$ cat config.mk
export PLATFORM = sky130hd
export DESIGN_NAME = lshp_top
export DESIGN_NICKNAME = d
export VERILOG_FILES = /design/src/shared/lshp_pkg.sv /design/src/logic/lshp_sync.sv /design/src/logic/lshp_top.sv
export VERILOG_INCLUDE_DIRS = /design/src /design/src/shared
export SDC_FILE = /design/constraint.sdc
export NUM_CORES = 1
export LEC_CHECK = 0
export ABC_AREA = 1
export BUFFER_PORTS_ARGS = -buffer_cell sky130_fd_sc_hd__buf_2
export CAP_MARGIN = 20
export CORE_MARGIN = 5
export CORE_UTILIZATION = 49
export DETAILED_ROUTE_END_ITERATION = 12
export PLACE_DENSITY = 0.78
export SLEW_MARGIN = 20
export SYNTH_ARGS = -nofsm -noshare
export SYNTH_HDL_FRONTEND = slang
export SYNTH_SLANG_ARGS = --single-unit
export TNS_END_PERCENT = 20
$ cat constraint.sdc
create_clock -name CLK -period 1.8 [get_ports CLK]
set_input_delay 0.36 -clock CLK [delete_from_list [all_inputs] [get_ports CLK]]
set_output_delay 0.36 -clock CLK [all_outputs]
set_load 0.05 [all_outputs]
$ cat src/shared/lshp_cfg.svh
`ifndef LSHP_CFG_SVH
`define LSHP_CFG_SVH
`define LSHP_NUM_POINTS 10
`define LSHP_TRIG_MIN_NS 1000
`define LSHP_CLK_NS 20
`define LSHP_TRIG_MIN_CYC ((`LSHP_TRIG_MIN_NS + `LSHP_CLK_NS - 1) / `LSHP_CLK_NS)
`define LSHP_PINS_IDLE 1'b1
`endif

$ cat src/shared/lshp_pkg.sv
package lshp_pkg;
  typedef enum logic {LSHP_SEQUENTIAL, LSHP_STEPPING} lshp_mode_t;
  typedef enum logic [1:0] {LSHP_IDLE, LSHP_MEAS, LSHP_DONE} lshp_state_t;
endpackage

$ cat src/logic/lshp_sync.sv
`timescale 1ns/100ps
`include "lshp_cfg.svh"
module lshp_sync (
  // Clock and reset
  input  wire logic CLK,
  input  wire logic RESETN,
  // Raw and filtered level
  input  wire logic din,
  output logic      dout
);
  logic s1_r;
  logic s2_r;
  logic s3_r;

  // A change counts only when the second and third stages agree.
  always_ff @(posedge CLK or negedge RESETN) begin
    if (!RESETN) begin
      s1_r <= `LSHP_PINS_IDLE;
      s2_r <= `LSHP_PINS_IDLE;
      s3_r <= `LSHP_PINS_IDLE;
      dout <= `LSHP_PINS_IDLE;
    end else begin
      s1_r <= din;
      s2_r <= s1_r;
      s3_r <= s2_r;
      if (s2_r == s3_r) begin
        dout <= s3_r;
      end
    end
  end
endmodule

$ cat src/logic/lshp_top.sv
`timescale 1ns/100ps
`include "lshp_cfg.svh"
module lshp_top #(
  parameter int NPTS = `LSHP_NUM_POINTS
) (
  // Clock and reset
  input  wire logic            CLK,
  input  wire logic            RESETN,
  // Configuration from the instrument core
  input  wire logic            EXTERNAL_TRIGGER_MODE,
  input  wire lshp_pkg::lshp_mode_t SWEEP_MODE,
  // Measurement engine events
  input  wire logic            INT_TRIGGER,
  input  wire logic            ANALOG_DONE_IN,
  input  wire logic            STEP_DONE_IN,
  input  wire logic            SWEEP_DONE_IN,
  input  wire logic [NPTS-1:0] POINT_FAIL_IN,
  input  wire logic            PRI_HIGH_IN,
  input  wire logic            PRI_LOW_IN,
  input  wire logic            SEC_OUT_IN,
  input  wire logic            POWER_FAIL_IN,
  // Front panel
  input  wire logic [7:0]      PANEL_KEYS_IN,
  output logic [7:0]           PANEL_KEYS_OUT,
  // Start request to the measurement engine
  output logic                 MEAS_START,
  // Handler pins, active low
  input  wire logic            EXTERNAL_TRIGGER_IN_N,
  input  wire logic            PANEL_LOCK_N,
  output logic [8:0]           POINT_FAIL_N,
  output logic                 POINT10_FAIL_N,
  output logic                 REJECT_N,
  output logic                 PRIMARY_HIGH_N,
  output logic                 PRIMARY_LOW_N,
  output logic                 SECONDARY_REJECT_N,
  output logic                 ANALOG_DONE_N,
  output logic                 CYCLE_COMPLETE_N,
  output logic                 SUPPLY_ALARM_N
);
  localparam int CW = $clog2(`LSHP_TRIG_MIN_CYC + 1);
  localparam logic [CW-1:0] TRIG_MIN = CW'(`LSHP_TRIG_MIN_CYC);

  lshp_pkg::lshp_state_t state_r, state_nxt;
  logic          trig_s;
  logic          lock_s;
  logic          trig_prev_r;
  logic [CW-1:0] hi_cnt_r;
  logic          armed_r;
  logic [CW-1:0] act_run_r;

  lshp_sync u_trig (
    .CLK    (CLK),
    .RESETN (RESETN),
    .din    (EXTERNAL_TRIGGER_IN_N),
    .dout   (trig_s)
  );

  lshp_sync u_lock (
    .CLK    (CLK),
    .RESETN (RESETN),
    .din    (PANEL_LOCK_N),
    .dout   (lock_s)
  );

  // The pin is active low, so the asserted edge is the falling level.
  wire trig_active = ~trig_s;
  wire trig_rise   = trig_active & ~trig_prev_r;
  // A short glitch is not a trigger; the pulse is accepted once wide enough.
  wire ext_fire    = armed_r & trig_active &
                     (hi_cnt_r == TRIG_MIN);
  wire start       = (state_r != lshp_pkg::LSHP_MEAS) &
                     (EXTERNAL_TRIGGER_MODE ? ext_fire :
                      INT_TRIGGER);
  wire stepping    = (SWEEP_MODE == lshp_pkg::LSHP_STEPPING);
  wire adone_ev    = stepping ? ANALOG_DONE_IN : SWEEP_DONE_IN;
  wire cdone_ev    = stepping ? STEP_DONE_IN : SWEEP_DONE_IN;
  wire any_fail    = |POINT_FAIL_IN;

  always_comb begin
    state_nxt = state_r;
    unique case (state_r)
      lshp_pkg::LSHP_IDLE: if (start) state_nxt = lshp_pkg::LSHP_MEAS;
      lshp_pkg::LSHP_MEAS: if (SWEEP_DONE_IN) state_nxt = lshp_pkg::LSHP_DONE;
      lshp_pkg::LSHP_DONE: if (start) state_nxt = lshp_pkg::LSHP_MEAS;
      default: state_nxt = lshp_pkg::LSHP_IDLE;
    endcase
  end

  always_ff @(posedge CLK or negedge RESETN) begin
    if (!RESETN) begin
      trig_prev_r <= 1'b0;
      hi_cnt_r    <= '0;
      armed_r     <= 1'b0;
      act_run_r   <= '0;
    end else begin
      trig_prev_r <= trig_active;
      if (!trig_active) begin
        act_run_r <= '0;
      end else if (act_run_r != TRIG_MIN) begin
        act_run_r <= act_run_r + CW'(1);
      end
      if (trig_rise) begin
        armed_r  <= 1'b1;
        // The edge cycle is already the first active one, so a pulse of
        // exactly the minimum width is still accepted.
        hi_cnt_r <= CW'(2);
      end else if (!trig_active || ext_fire) begin
        armed_r  <= 1'b0;
      end else if (hi_cnt_r != TRIG_MIN) begin
        hi_cnt_r <= hi_cnt_r + CW'(1);
      end
    end
  end

  always_ff @(posedge CLK or negedge RESETN) begin
    if (!RESETN) begin
      state_r            <= lshp_pkg::LSHP_IDLE;
      MEAS_START         <= 1'b0;
      POINT_FAIL_N       <= {9{`LSHP_PINS_IDLE}};
      POINT10_FAIL_N     <= `LSHP_PINS_IDLE;
      REJECT_N           <= `LSHP_PINS_IDLE;
      PRIMARY_HIGH_N     <= `LSHP_PINS_IDLE;
      PRIMARY_LOW_N      <= `LSHP_PINS_IDLE;
      SECONDARY_REJECT_N <= `LSHP_PINS_IDLE;
      ANALOG_DONE_N      <= `LSHP_PINS_IDLE;
      CYCLE_COMPLETE_N   <= `LSHP_PINS_IDLE;
      SUPPLY_ALARM_N     <= `LSHP_PINS_IDLE;
      PANEL_KEYS_OUT     <= 8'h00;
    end else begin
      state_r        <= state_nxt;
      MEAS_START     <= start;
      SUPPLY_ALARM_N <= ~POWER_FAIL_IN;
      PANEL_KEYS_OUT <= lock_s ? PANEL_KEYS_IN : 8'h00;
      if (start) begin
        // Handshakes fall back; results stay until the new sweep ends.
        ANALOG_DONE_N    <= 1'b1;
        CYCLE_COMPLETE_N <= 1'b1;
      end else if (state_r == lshp_pkg::LSHP_MEAS) begin
        if (adone_ev) ANALOG_DONE_N <= 1'b0;
        if (cdone_ev) begin
          CYCLE_COMPLETE_N <= 1'b0;
        end
        if (SWEEP_DONE_IN) begin
          // Results land together with the handshake they qualify.
          POINT_FAIL_N       <= ~POINT_FAIL_IN[8:0];
          POINT10_FAIL_N     <= ~POINT_FAIL_IN[9];
          REJECT_N           <= ~any_fail;
          PRIMARY_HIGH_N     <= ~PRI_HIGH_IN;
          PRIMARY_LOW_N      <= ~PRI_LOW_IN;
          SECONDARY_REJECT_N <= ~SEC_OUT_IN;
          CYCLE_COMPLETE_N   <= 1'b0;
          ANALOG_DONE_N      <= 1'b0;
        end
      end
    end
  end

  a_cc_with_results: assert property (
    @(posedge CLK) disable iff (!RESETN)
    ($past(state_r) == lshp_pkg::LSHP_MEAS && $past(SWEEP_DONE_IN) &&
     !$past(start)) |-> (!CYCLE_COMPLETE_N &&
     REJECT_N == ~(|$past(POINT_FAIL_IN))))
    else $error("Cycle complete without matching reject");

  a_hold_results: assert property (
    @(posedge CLK) disable iff (!RESETN)
    (state_r == lshp_pkg::LSHP_DONE && !start) |=>
    $stable(POINT_FAIL_N) && $stable(REJECT_N) && $stable(POINT10_FAIL_N))
    else $error("Results changed before next trigger");

  a_start_on_edge: assert property (
    @(posedge CLK) disable iff (!RESETN)
    (EXTERNAL_TRIGGER_MODE && state_r != lshp_pkg::LSHP_MEAS &&
     ext_fire) |=> MEAS_START)
    else $error("Trigger edge did not start a measurement");

  a_no_short_trig: assert property (
    @(posedge CLK) disable iff (!RESETN)
    ext_fire |-> trig_active && act_run_r >= TRIG_MIN - CW'(1))
    else $error("Trigger accepted before minimum width");

  a_key_lock: assert property (
    @(posedge CLK) disable iff (!RESETN)
    !lock_s |=> PANEL_KEYS_OUT == 8'h00)
    else $error("Keys passed while locked");

  a_alarm: assert property (
    @(posedge CLK) disable iff (!RESETN)
    POWER_FAIL_IN |=> !SUPPLY_ALARM_N)
    else $error("Alarm missing on power failure");

  a_seq_adone: assert property (
    @(posedge CLK) disable iff (!RESETN)
    (!stepping && state_r == lshp_pkg::LSHP_MEAS && !SWEEP_DONE_IN &&
     !start && ANALOG_DONE_N) |=> ANALOG_DONE_N)
    else $error("Sequential analog done before sweep end");

  a_step_adone: assert property (
    @(posedge CLK) disable iff (!RESETN)
    (stepping && state_r == lshp_pkg::LSHP_MEAS && ANALOG_DONE_IN &&
     !start) |=> !ANALOG_DONE_N)
    else $error("Stepping analog done missing");

  a_step_cc: assert property (
    @(posedge CLK) disable iff (!RESETN)
    (stepping && state_r == lshp_pkg::LSHP_MEAS && STEP_DONE_IN) |=>
    !CYCLE_COMPLETE_N)
    else $error("Stepping cycle complete missing");

  a_primary_low: assert property (
    @(posedge CLK) disable iff (!RESETN)
    (state_r == lshp_pkg::LSHP_MEAS && SWEEP_DONE_IN && !start) |=>
    PRIMARY_LOW_N == ~$past(PRI_LOW_IN))
    else $error("Primary low not latched");
endmodule

== After elaboration in Yosys (flattened, before gate mapping) ==
Index checks and enable logic that the tools add are counted.
Cells by class
  mux-type cells: 20
  add/subtract/negate cells: 1
  equality and inequality tests: 10
  bitwise logic cells: 14
  reduce and logical (&&, ||, !) cells: 14
Operator list (count)
  two-way mux 6 bit: 3
  two-way mux 1 bit: 13
  OR reduction 10 bit: 1
  inverter 1 bit: 9
  inverter 9 bit: 1
  two-way mux 8 bit: 1
  AND reduction 2 bit: 4
  adder 6 x 1 -> 6 bit (second input constant): 1
  equality test 6 bit (second input constant): 1
  inequality test 6 bit (second input constant): 1
  nonzero test 2 bit: 3
  nonzero test 3 bit: 2
  bitwise AND 1 bit: 4
  two-way mux 2 bit: 2
  inequality test 2 x 1 -> 1 bit (second input constant): 2
  inequality test 2 bit (second input constant): 2
  case mux 2 bit (2 select lines): 1
  AND reduction 3 bit: 1
  equality test 1 bit: 2
  equality test 2 x 1 -> 1 bit (second input constant): 1
  equality test 2 bit (second input constant): 1
  zero test 2 bit: 1
  OR reduction 2 bit: 1
  logical OR 1 bit: 1
Word-level totals
  input bits: 32
  flip-flop bits (word level): 44
  logic and storage cells: 82
  output and inout port bits: 26

== Depth between registers and ports, before layout ==
Gate-level depths: netlist of the first run.
  depth after elaboration: 7
  gate-level depth with buffers: 10
  depth with buffers taken out: 10

== Hierarchy ==
From an unflattened synthesis of the first run, not the netlist that was laid out.
Second synthesis, totals
  cell total of the unflattened synthesis: 167
  area total of the unflattened synthesis: 1722.9 um^2
Modules (own cells, without submodules)
  lshp_top: cells each 151, seq. area each 922.1 um^2, area each 1480.2 um^2, instances 1
  lshp_sync: cells each 8, seq. area each 105.1 um^2, area each 121.4 um^2, instances 2

== Least setup slack after synthesis of the first run ==
OpenSTA, ideal clock, no wires.
  path kind: flip-flop to flip-flop
  start: register hi_cnt_r[0]
  end: register hi_cnt_r[2]
  required time: 1.675 ns
  data arrival time: 1.190 ns
  slack: 0.485 ns
  cell stages (with the launch flop): 10
  library setup time: 0.125 ns
  path through: dfrtp_1 inv_1 ha_1 nand2_1 nor2_1 nand2_1 nand2_1 nor2_1 o21ai_0 a21oi_1
On the way
  cells in the longest elaborated chain, start to end: 5
RTL lines
  from (decl): RTL line lshp_top.sv:47  | logic [CW-1:0] hi_cnt_r;
  from (signal assigned): RTL line lshp_top.sv:110  | hi_cnt_r <= hi_cnt_r + CW'(1);
  parallel branches: the longest is 5 deep, another holds adder 6 x 1 -> 6 bit
Parallel ways; which one is timed is not known. The select of a mux whose other input is x is not followed.
A chain may end at the register's enable or synchronous reset.

== Worst setup path after layout of the first run ==
  start: register POINT_FAIL_N[0]
  end: output port POINT_FAIL_N[0]
RTL lines
  from (decl): RTL line lshp_top.sv:30  | output logic [8:0] POINT_FAIL_N,
  from (signal assigned): RTL line lshp_top.sv:119  | POINT_FAIL_N <= {9{`LSHP_PINS_IDLE}};
  from (signal assigned): RTL line lshp_top.sv:145  | POINT_FAIL_N <= ~POINT_FAIL_IN[8:0];
No word-level cell between the ends.

==> impl_metrics.toml, run 1 <==
[run_status]
status = "complete, no violations"

[logic_synthesis]
ys_ff_latch = 44
synthesis.nets = 200
ys_warn_count = 0
synth_edf_count = 0
synthCells = 166
synthesis.area_um2 = 1740
synthFlopType = "dfstp_2"
seq_area_frac_synth_pct = 65.2
synthDistinctLibCells = 23
avgSynthCellArea_um2 = 10.5
async_flop_share_pct = 100

[cts]
clk_latency_ns = 0.34
clkTransAtPathRegs_ns = 0.13
cts_resized = 0
cts_tree = "yes"
cts_buffers = 5
cts_buffer_depth = 2
numClockSinks = 44
root_buffer = "clkbuf_4"
htreeDepth = 2

[timing]
period_minus_slack_ns = 1.52
fin_crit_sh_pct = 84.7
setup_viol = 0
timing.hold.ws_ns = 0.105
fmax_ghz = 0.656
worst_pin_slew_ns = 0.471
maxSlewViolCount = 0
timing.slew.headroom_pct = 68.6
fin_setup_tns_ns = 0
hold_viol_final = 0
rsz0062_at_grt = "no"
skew_ns = 0.0117

[finish]
final_cells = 275
multi_input_area_um2 = 469
syn2layout_area_growth_pct = 24.4
nNetsFinal = 262
drive_above_1_share_pct = 44.5
antenna_cells = 0
nFillCells = 287
seqCellArea_um2 = 1130

[power_and_ir_drop]
p_switching_uw = 1480
p_leak_uw = 0.00113
p_sw_share_pct = 42.3
power_density_nw_per_um2 = 1620
power_frac_comb_pct = 38.5
vdd_drop_max_mv = 1.10
p_seq_share_pct = 43.1
intPower_uw = 2010
power_uw = 3490
clock_power_share_pct = 18.4

[setup_path]
crit_slowest_cell = "dfstp_2"
crit_cells = 1
cp_num_buf_inv = 1
critPathMaxStageDelay_ns = 0.56
path_cells = "buf_2"
start_kind = "register"
critPathMaxFanout = 2
critPathTopFamily = "flip-flops"
cp.arrival_ns = 1.16
crit_type = "register to primary output"
end_kind = "primary output"
reg2reg_depth = 9
cp_data_required_time_ns = 1.44

[global_route]
grt_antenna_before_repair = 0
grt_max_degree = 30
grt_pass1_wl_mm = 5.76
grt_pass1_vias = 1283
grt_util_all_layers_pct = 14.8
grt-ovfl-total = 0

[drt]
ant_nets = 0
drt_first_iter_violations = 42
dr.pass1.iters = 4
viasPerCell = 4.60
vias = 1265
drt_wl_total_mm = 3.19
wl_per_cell_um = 11.6
drc = 0

[floorplanning]
rows = 21
die_w_um = 69.5
dieArea_um2 = 4830
start_util_pct = 51.2
io_pins = 58
die_h_um = 69.5
core_area_um2 = 3390

[min_path]
min_path_cells = 1
hold_path.class = "input port to register"

[placed_design]
gp_congestion = 0.905
dp_hpwl_mm = 2.49
place_inst = 266
io_buffers = 57

[flow_run]
drv_cap = 0
[power groups by stage]
stage / combinational (µW) / sequential (µW) / clock (µW)
final: 1350 / 1500 / 643
after global routing: 1470 / 1540 / 708
after CTS: 1370 / 1510 / 663
after detailed placement: 1360 / 1520 / 0
after global placement: 1340 / 1520 / 0
after floorplan: 434 / 2170 / 0
[per-stage QoR]
stage          setup WS, ns  instance area (µm²)  util (%)
3_5_place_dp          0.371                 2060      60.7
2_1_floorplan         0.485                 1740         -
3_3_place_gp          0.420                 2060      60.7
5_1_grt               0.155                 2160      63.7
6_report              0.275                 2160      63.7
4_1_cts               0.252                 2160      63.7
[cell usage after synthesis, types with 3 or more instances]
cell	instances	area share, %
inv_1	22	4.8
a21oi_1	5	1.4
dfrtp_1	19	27
nand3_1	8	2.3
inv_2	3	0.65
dfstp_2	25	38
nor2_1	10	2.2
o21ai_2	4	2.0
nand2_1	34	7.4
o21ai_0	11	3.2
o21ai_1	6	1.7
nand4_1	4	1.4
[cells in the final DEF, fill, tap and decap left out, types with 4 or more instances in the layout]
cell	instances
a21oi_1	5
buf_2	57
clkbuf_4	5
dfrtp_1	19
dfstp_2	25
inv_1	22
nand2_1	34
nand3_1	8
nand4_1	4
nor2_1	10
o21ai_0	11
o21ai_1	6
o21ai_2	4
[layout make-up]
cell class | instances | area share, %
tap | 46 | 2.67
inverter | 25 | 4.35
clock buffer | 6 | 2.38
timing repair buffer | 59 | 14.6
multi-input combinational | 93 | 21.7
sequential | 44 | 52.5
clock inverter | 2 | 1.80
[worst reg2reg max path, delay by kind of cell (launching register included)]
kind | cells | cell delay (ns)
AOI/OAI and AO/OA | 2 | 0.21
and+or+nand+nor | 5 | 0.42
DFF | 1 | 0.44
adders and majority gates | 1 | 0.15
buffers and inverters | 1 | 0.12
[cell families (layout without fill, tap and decap cells)]
family / after synthesis / in the layout / share of synthesized area [%]
and+or+nand+nor: 62 / 62 / 15.7
adders and majority gates: 4 / 4 / 2.60
DFF: 44 / 44 / 65.2
AOI/OAI and AO/OA: 27 / 27 / 8.72
buffers and inverters: 29 / 92 / 7.71
[worst paths after layout]
check	start	to	slack (ns)
max	POINT_FAIL_N[0]	POINT_FAIL_N[0]	0.28
min	EXTERNAL_TRIGGER_IN_N	u_trig.s1_r	0.10
max reg2reg	hi_cnt_r[0]	hi_cnt_r[2]	0.35
min reg2reg	u_lock.s2_r	u_lock.s3_r	0.36
max in group asynchronous	RESETN	POINT_FAIL_N[3]	0.76
min in group asynchronous	RESETN	hi_cnt_r[0]	0.50
[what timing repair did]
action                                 4_1_cts  5_1_grt
hold buffers                                 1        0
buffers inserted                             0        0
setup endpoints to repair                    0        0
endpoints found under the hold margin       12        0
[state kept, by name, summed over array words and instances (netlist names)]
| signal | count |
|---|---|
| SECONDARY_REJECT_N | 1 |
| u_trig.s3_r | 1 |
| u_lock.s1_r | 1 |
| PANEL_KEYS_OUT | 8 |
| u_lock.s2_r | 1 |
| u_trig.s2_r | 1 |
| hi_cnt_r | 6 |
| armed_r | 1 |
| trig_prev_r | 1 |
| MEAS_START | 1 |
| u_lock.dout | 1 |
| CYCLE_COMPLETE_N | 1 |
| ANALOG_DONE_N | 1 |
| PRIMARY_LOW_N | 1 |
| u_lock.s3_r | 1 |
| REJECT_N | 1 |
| PRIMARY_HIGH_N | 1 |
| POINT_FAIL_N | 9 |
| SUPPLY_ALARM_N | 1 |
| POINT10_FAIL_N | 1 |
| u_trig.dout | 1 |
| state_r | 2 |
| u_trig.s1_r | 1 |
[routing by layer]
metal / up-vias / share of wire [%] / track usage, %
met3: 4 / 8.0 / 6.09
met2: 37 / 47 / 24.2
met4: 0 / 0.91 / 5.21
li1: 654 / - / -
met5: - / 0 / 0
met1: 570 / 44 / 17.4
Note: power is estimated with default switching activity, not from simulation.
==> run 2, diff against run 1 <==
--- a/config.mk
+++ b/config.mk
@@ -6,7 +6,7 @@
 export SDC_FILE = /design/constraint.sdc
 export NUM_CORES = 1
 export LEC_CHECK = 0
-export ABC_AREA = 1
+export ABC_AREA = 0
 export BUFFER_PORTS_ARGS = -buffer_cell sky130_fd_sc_hd__buf_2
 export CAP_MARGIN = 20
 export CORE_MARGIN = 5
==> constraint.sdc (replaced) <==
create_clock -name CLK -period 1.5 [get_ports CLK]
set_input_delay 0.3 -clock CLK [delete_from_list [all_inputs] [get_ports CLK]]
set_output_delay 0.3 -clock CLK [all_outputs]
set_load 0.05 [all_outputs]
==> run 2 against run 1 <==
  * The run now ends with setup timing left
  * Clock skew is essentially flat
  * Power rose by 24%
  * Combinational power rose by 30%
  * Critical path depth rose by 4
  * Clock power up 16%
  * Non-clock buffer count up 9
  * Critical endpoint is now hi_cnt_r[1]
  * Largest power group unchanged
  * Highest routed layer unchanged
==> impl_metrics.toml, run 2 <==
[timing]
timing.hold.ws_ns = 0.0245
timing.slew.headroom_pct = 73.7
hold_viol_final = 0
fin_setup_tns_ns = -0.450
fmax_ghz = 0.592
rsz0062_at_grt = "yes"
skew_ns = 0.0120
fin_crit_sh_pct = 113
period_minus_slack_ns = 1.69
worst_pin_slew_ns = 0.392
setup_viol = 6
layout_setup_ws_ns = -0.190
maxSlewViolCount = 0

[setup_path]
end_kind = "register"
crit_type = "register to register"
crit_slowest_cell = "or4b_1"
r2r_start = "hi_cnt_r[0]"
cp_data_required_time_ns = 1.76
critPathMaxStageDelay_ns = 0.47
start_kind = "register"
reg2reg_depth = 5
path_cells = "inv_1 -> ha_1 -> or3b_4 -> or4b_1 -> o221a_2"
critPathMaxFanout = 5
cp.arrival_ns = 1.95
rrSetupSlack_ns = -0.19
r2r_end = "hi_cnt_r[1]"

[floorplanning]
rows = 21
start_util_pct = 50.4
io_pins = 58
core_area_um2 = 3340
dieArea_um2 = 4700
die_w_um = 68.6
die_h_um = 68.6

[finish]
top_register = "POINT_FAIL_N"
syn2layout_area_growth_pct = 34.2
fin_area_um2 = 2260
nNetsFinal = 245
final_common_cell = "buf_2"
reg_top3 = "POINT_FAIL_N: 9 flops, PANEL_KEYS_OUT: 8 flops, hi_cnt_r: 6 flops"
layout_common_cells = "buf_2 (40), dfstp_2 (25), clkbuf_4 (21)"
drive_above_1_share_pct = 48.1
largest_reg_flops = 9
antenna_cells = 0

[min_path]
holdPathEnd = "SUPPLY_ALARM_N"
hold_start = "POWER_FAIL_IN"
min_path_cells = 2
hold_path.class = "input port to register"

[logic_synthesis]
yosys.area.top_type = "dfstp_2"
synth_top_area_share_pct = 39.1
ys_warn_count = 0
avgSynthCellArea_um2 = 12.0
async_flop_share_pct = 100
synthesis.nets = 174
synthesis.area_um2 = 1680
synth_edf_count = 0
synth_area_leaders = "dfstp_2 (39%), dfrtp_1 (28%), o21ai_0 (5.7%), nand2_1 (4.5%), and2_1 (3.3%)"
synthCells = 140
synthFlopType = "dfstp_2"
yosysMostFrequentCell = "dfstp_2"
ys_ff_latch = 44
seq_area_frac_synth_pct = 67.3
synth_commonest_cells = "dfstp_2 (25), nand2_1 (20), dfrtp_1 (19), o21ai_0 (19), and2_1 (9)"
synthDistinctLibCells = 28

[global_route]
grt-ovfl-total = 0
grt_max_degree = 30
grt_pass1_wl_mm = 5.58
grt_pass1_vias = 1321
grt_antenna_before_repair = 0
grt_util_all_layers_pct = 16.2

[drt]
viasPerCell = 5.00
ant_nets = 0
vias = 1289
wl_per_cell_um = 13.6
drt_wl_total_mm = 3.52
dr.pass1.iters = 4
drc = 0
drt_first_iter_violations = 45

[cts]
cts_buffers = 5
root_buffer = "clkbuf_4"
cts_buffer_depth = 2
htreeDepth = 2
cts_tree = "yes"
clkTransAtPathRegs_ns = 0.14
numClockSinks = 44
clk_latency_ns = 0.36

[placed_design]
dp_hpwl_mm = 2.64
gp_congestion = 0.828
place_area_um2 = 2070
io_buffers = 57

[power_and_ir_drop]
power_uw = 4320
power_density_nw_per_um2 = 1910
vdd_drop_max_mv = 1.42
p_leak_uw = 0.00105

[run_status]
failed_checks = "setup timing"
status = "finished with violations"

[flow_run]
drv_cap = 0
[run 2: changes by cell type after synthesis, moves of 4 or more]
cell     before  now
and2_1        0    9
o21ai_2       4    0
o21ai_1       6    0
nand3_1       8    4
o21ai_0      11   19
inv_1        22    7
nand2_1      34   20
nor2_1       10    4
nand4_1       4    0
[run 2: where the power goes]
part / switching [µW] / leakage, µW / internal (µW) / total [µW]
registers: 190 / 0.000505 / 1630 / 1820
logic: 1190 / 0.000502 / 559 / 1750
clock network: 392 / 0.0000418 / 356 / 748
[run 2: routing by layer]
layer / vias to the layer above / track usage (%) / share of wire, %
met4: 0 / 8.19 / 1.1
met2: 44 / 27.1 / 55
li1: 619 / - / -
met3: 5 / 6.00 / 6.5
met1: 621 / 17.9 / 38
met5: - / 0 / 0
[run 2: logic make-up after synthesis]
| group | after synthesis | share of synthesized area, % |
|---|---|---|
| and+or+nand+nor | 49 | 15.2 |
| xor gates and xnor gates | 1 | 0.521 |
| AOI/OAI and AO/OA | 31 | 11.8 |
| buffers and inverters | 11 | 2.46 |
| adders and majority gates | 4 | 2.68 |
| DFF | 44 | 67.3 |
[run 2: critical path, delay by kind of cell, from the launching register on]
family / cells / cell delay (ns)
adders and majority gates: 1 / 0.13
AOI/OAI and AO/OA: 1 / 0.13
and+or+nand+nor: 2 / 0.88
buffers and inverters: 1 / 0.06
DFF: 1 / 0.40
[run 2: stage by stage]
step / worst slack [ns] / instances / utilization (%)
after floorplan: -0.175 / 140 / -
after global placement: -0.142 / 245 / 61.9
after detailed placement: -0.179 / 245 / 61.9
after CTS: -0.189 / 255 / 65.1
after global routing: -0.247 / 258 / 67.6
final: -0.190 / 258 / 67.6
[run 2: how the worst max path moves through the flow]
stage	startpoint	end	slack, ns	cells past startpoint
after floorplan	hi_cnt_r[0]	hi_cnt_r[1]	-0.18	5
after global placement	hi_cnt_r[0]	hi_cnt_r[1]	-0.14	5
after detailed placement	hi_cnt_r[0]	hi_cnt_r[1]	-0.18	5
after CTS	hi_cnt_r[0]	hi_cnt_r[1]	-0.19	5
after global routing	hi_cnt_r[0]	hi_cnt_r[1]	-0.25	5
final	hi_cnt_r[0]	hi_cnt_r[1]	-0.19	5
[run 2: what timing repair did]
action                                  4_1_cts  5_1_grt
setup buffers                                 1        1
resized for setup                             2       19
endpoints found under the hold margin         8        2
pin swaps                                     1        2
hold buffers                                  1        2
endpoints found under the setup margin        8       24
[run 2: layout make-up]
type / instances / area, µm²
Timing Repair Buffer: 68 / 430
Sequential cell: 44 / 1130
Clock buffer: 5 / 37.5
Inverter: 7 / 26.3
Fill cell: 267 / 1080
Multi-Input combinational cell: 85 / 527
Tap cell: 46 / 57.6
Clock inverter: 3 / 46.3
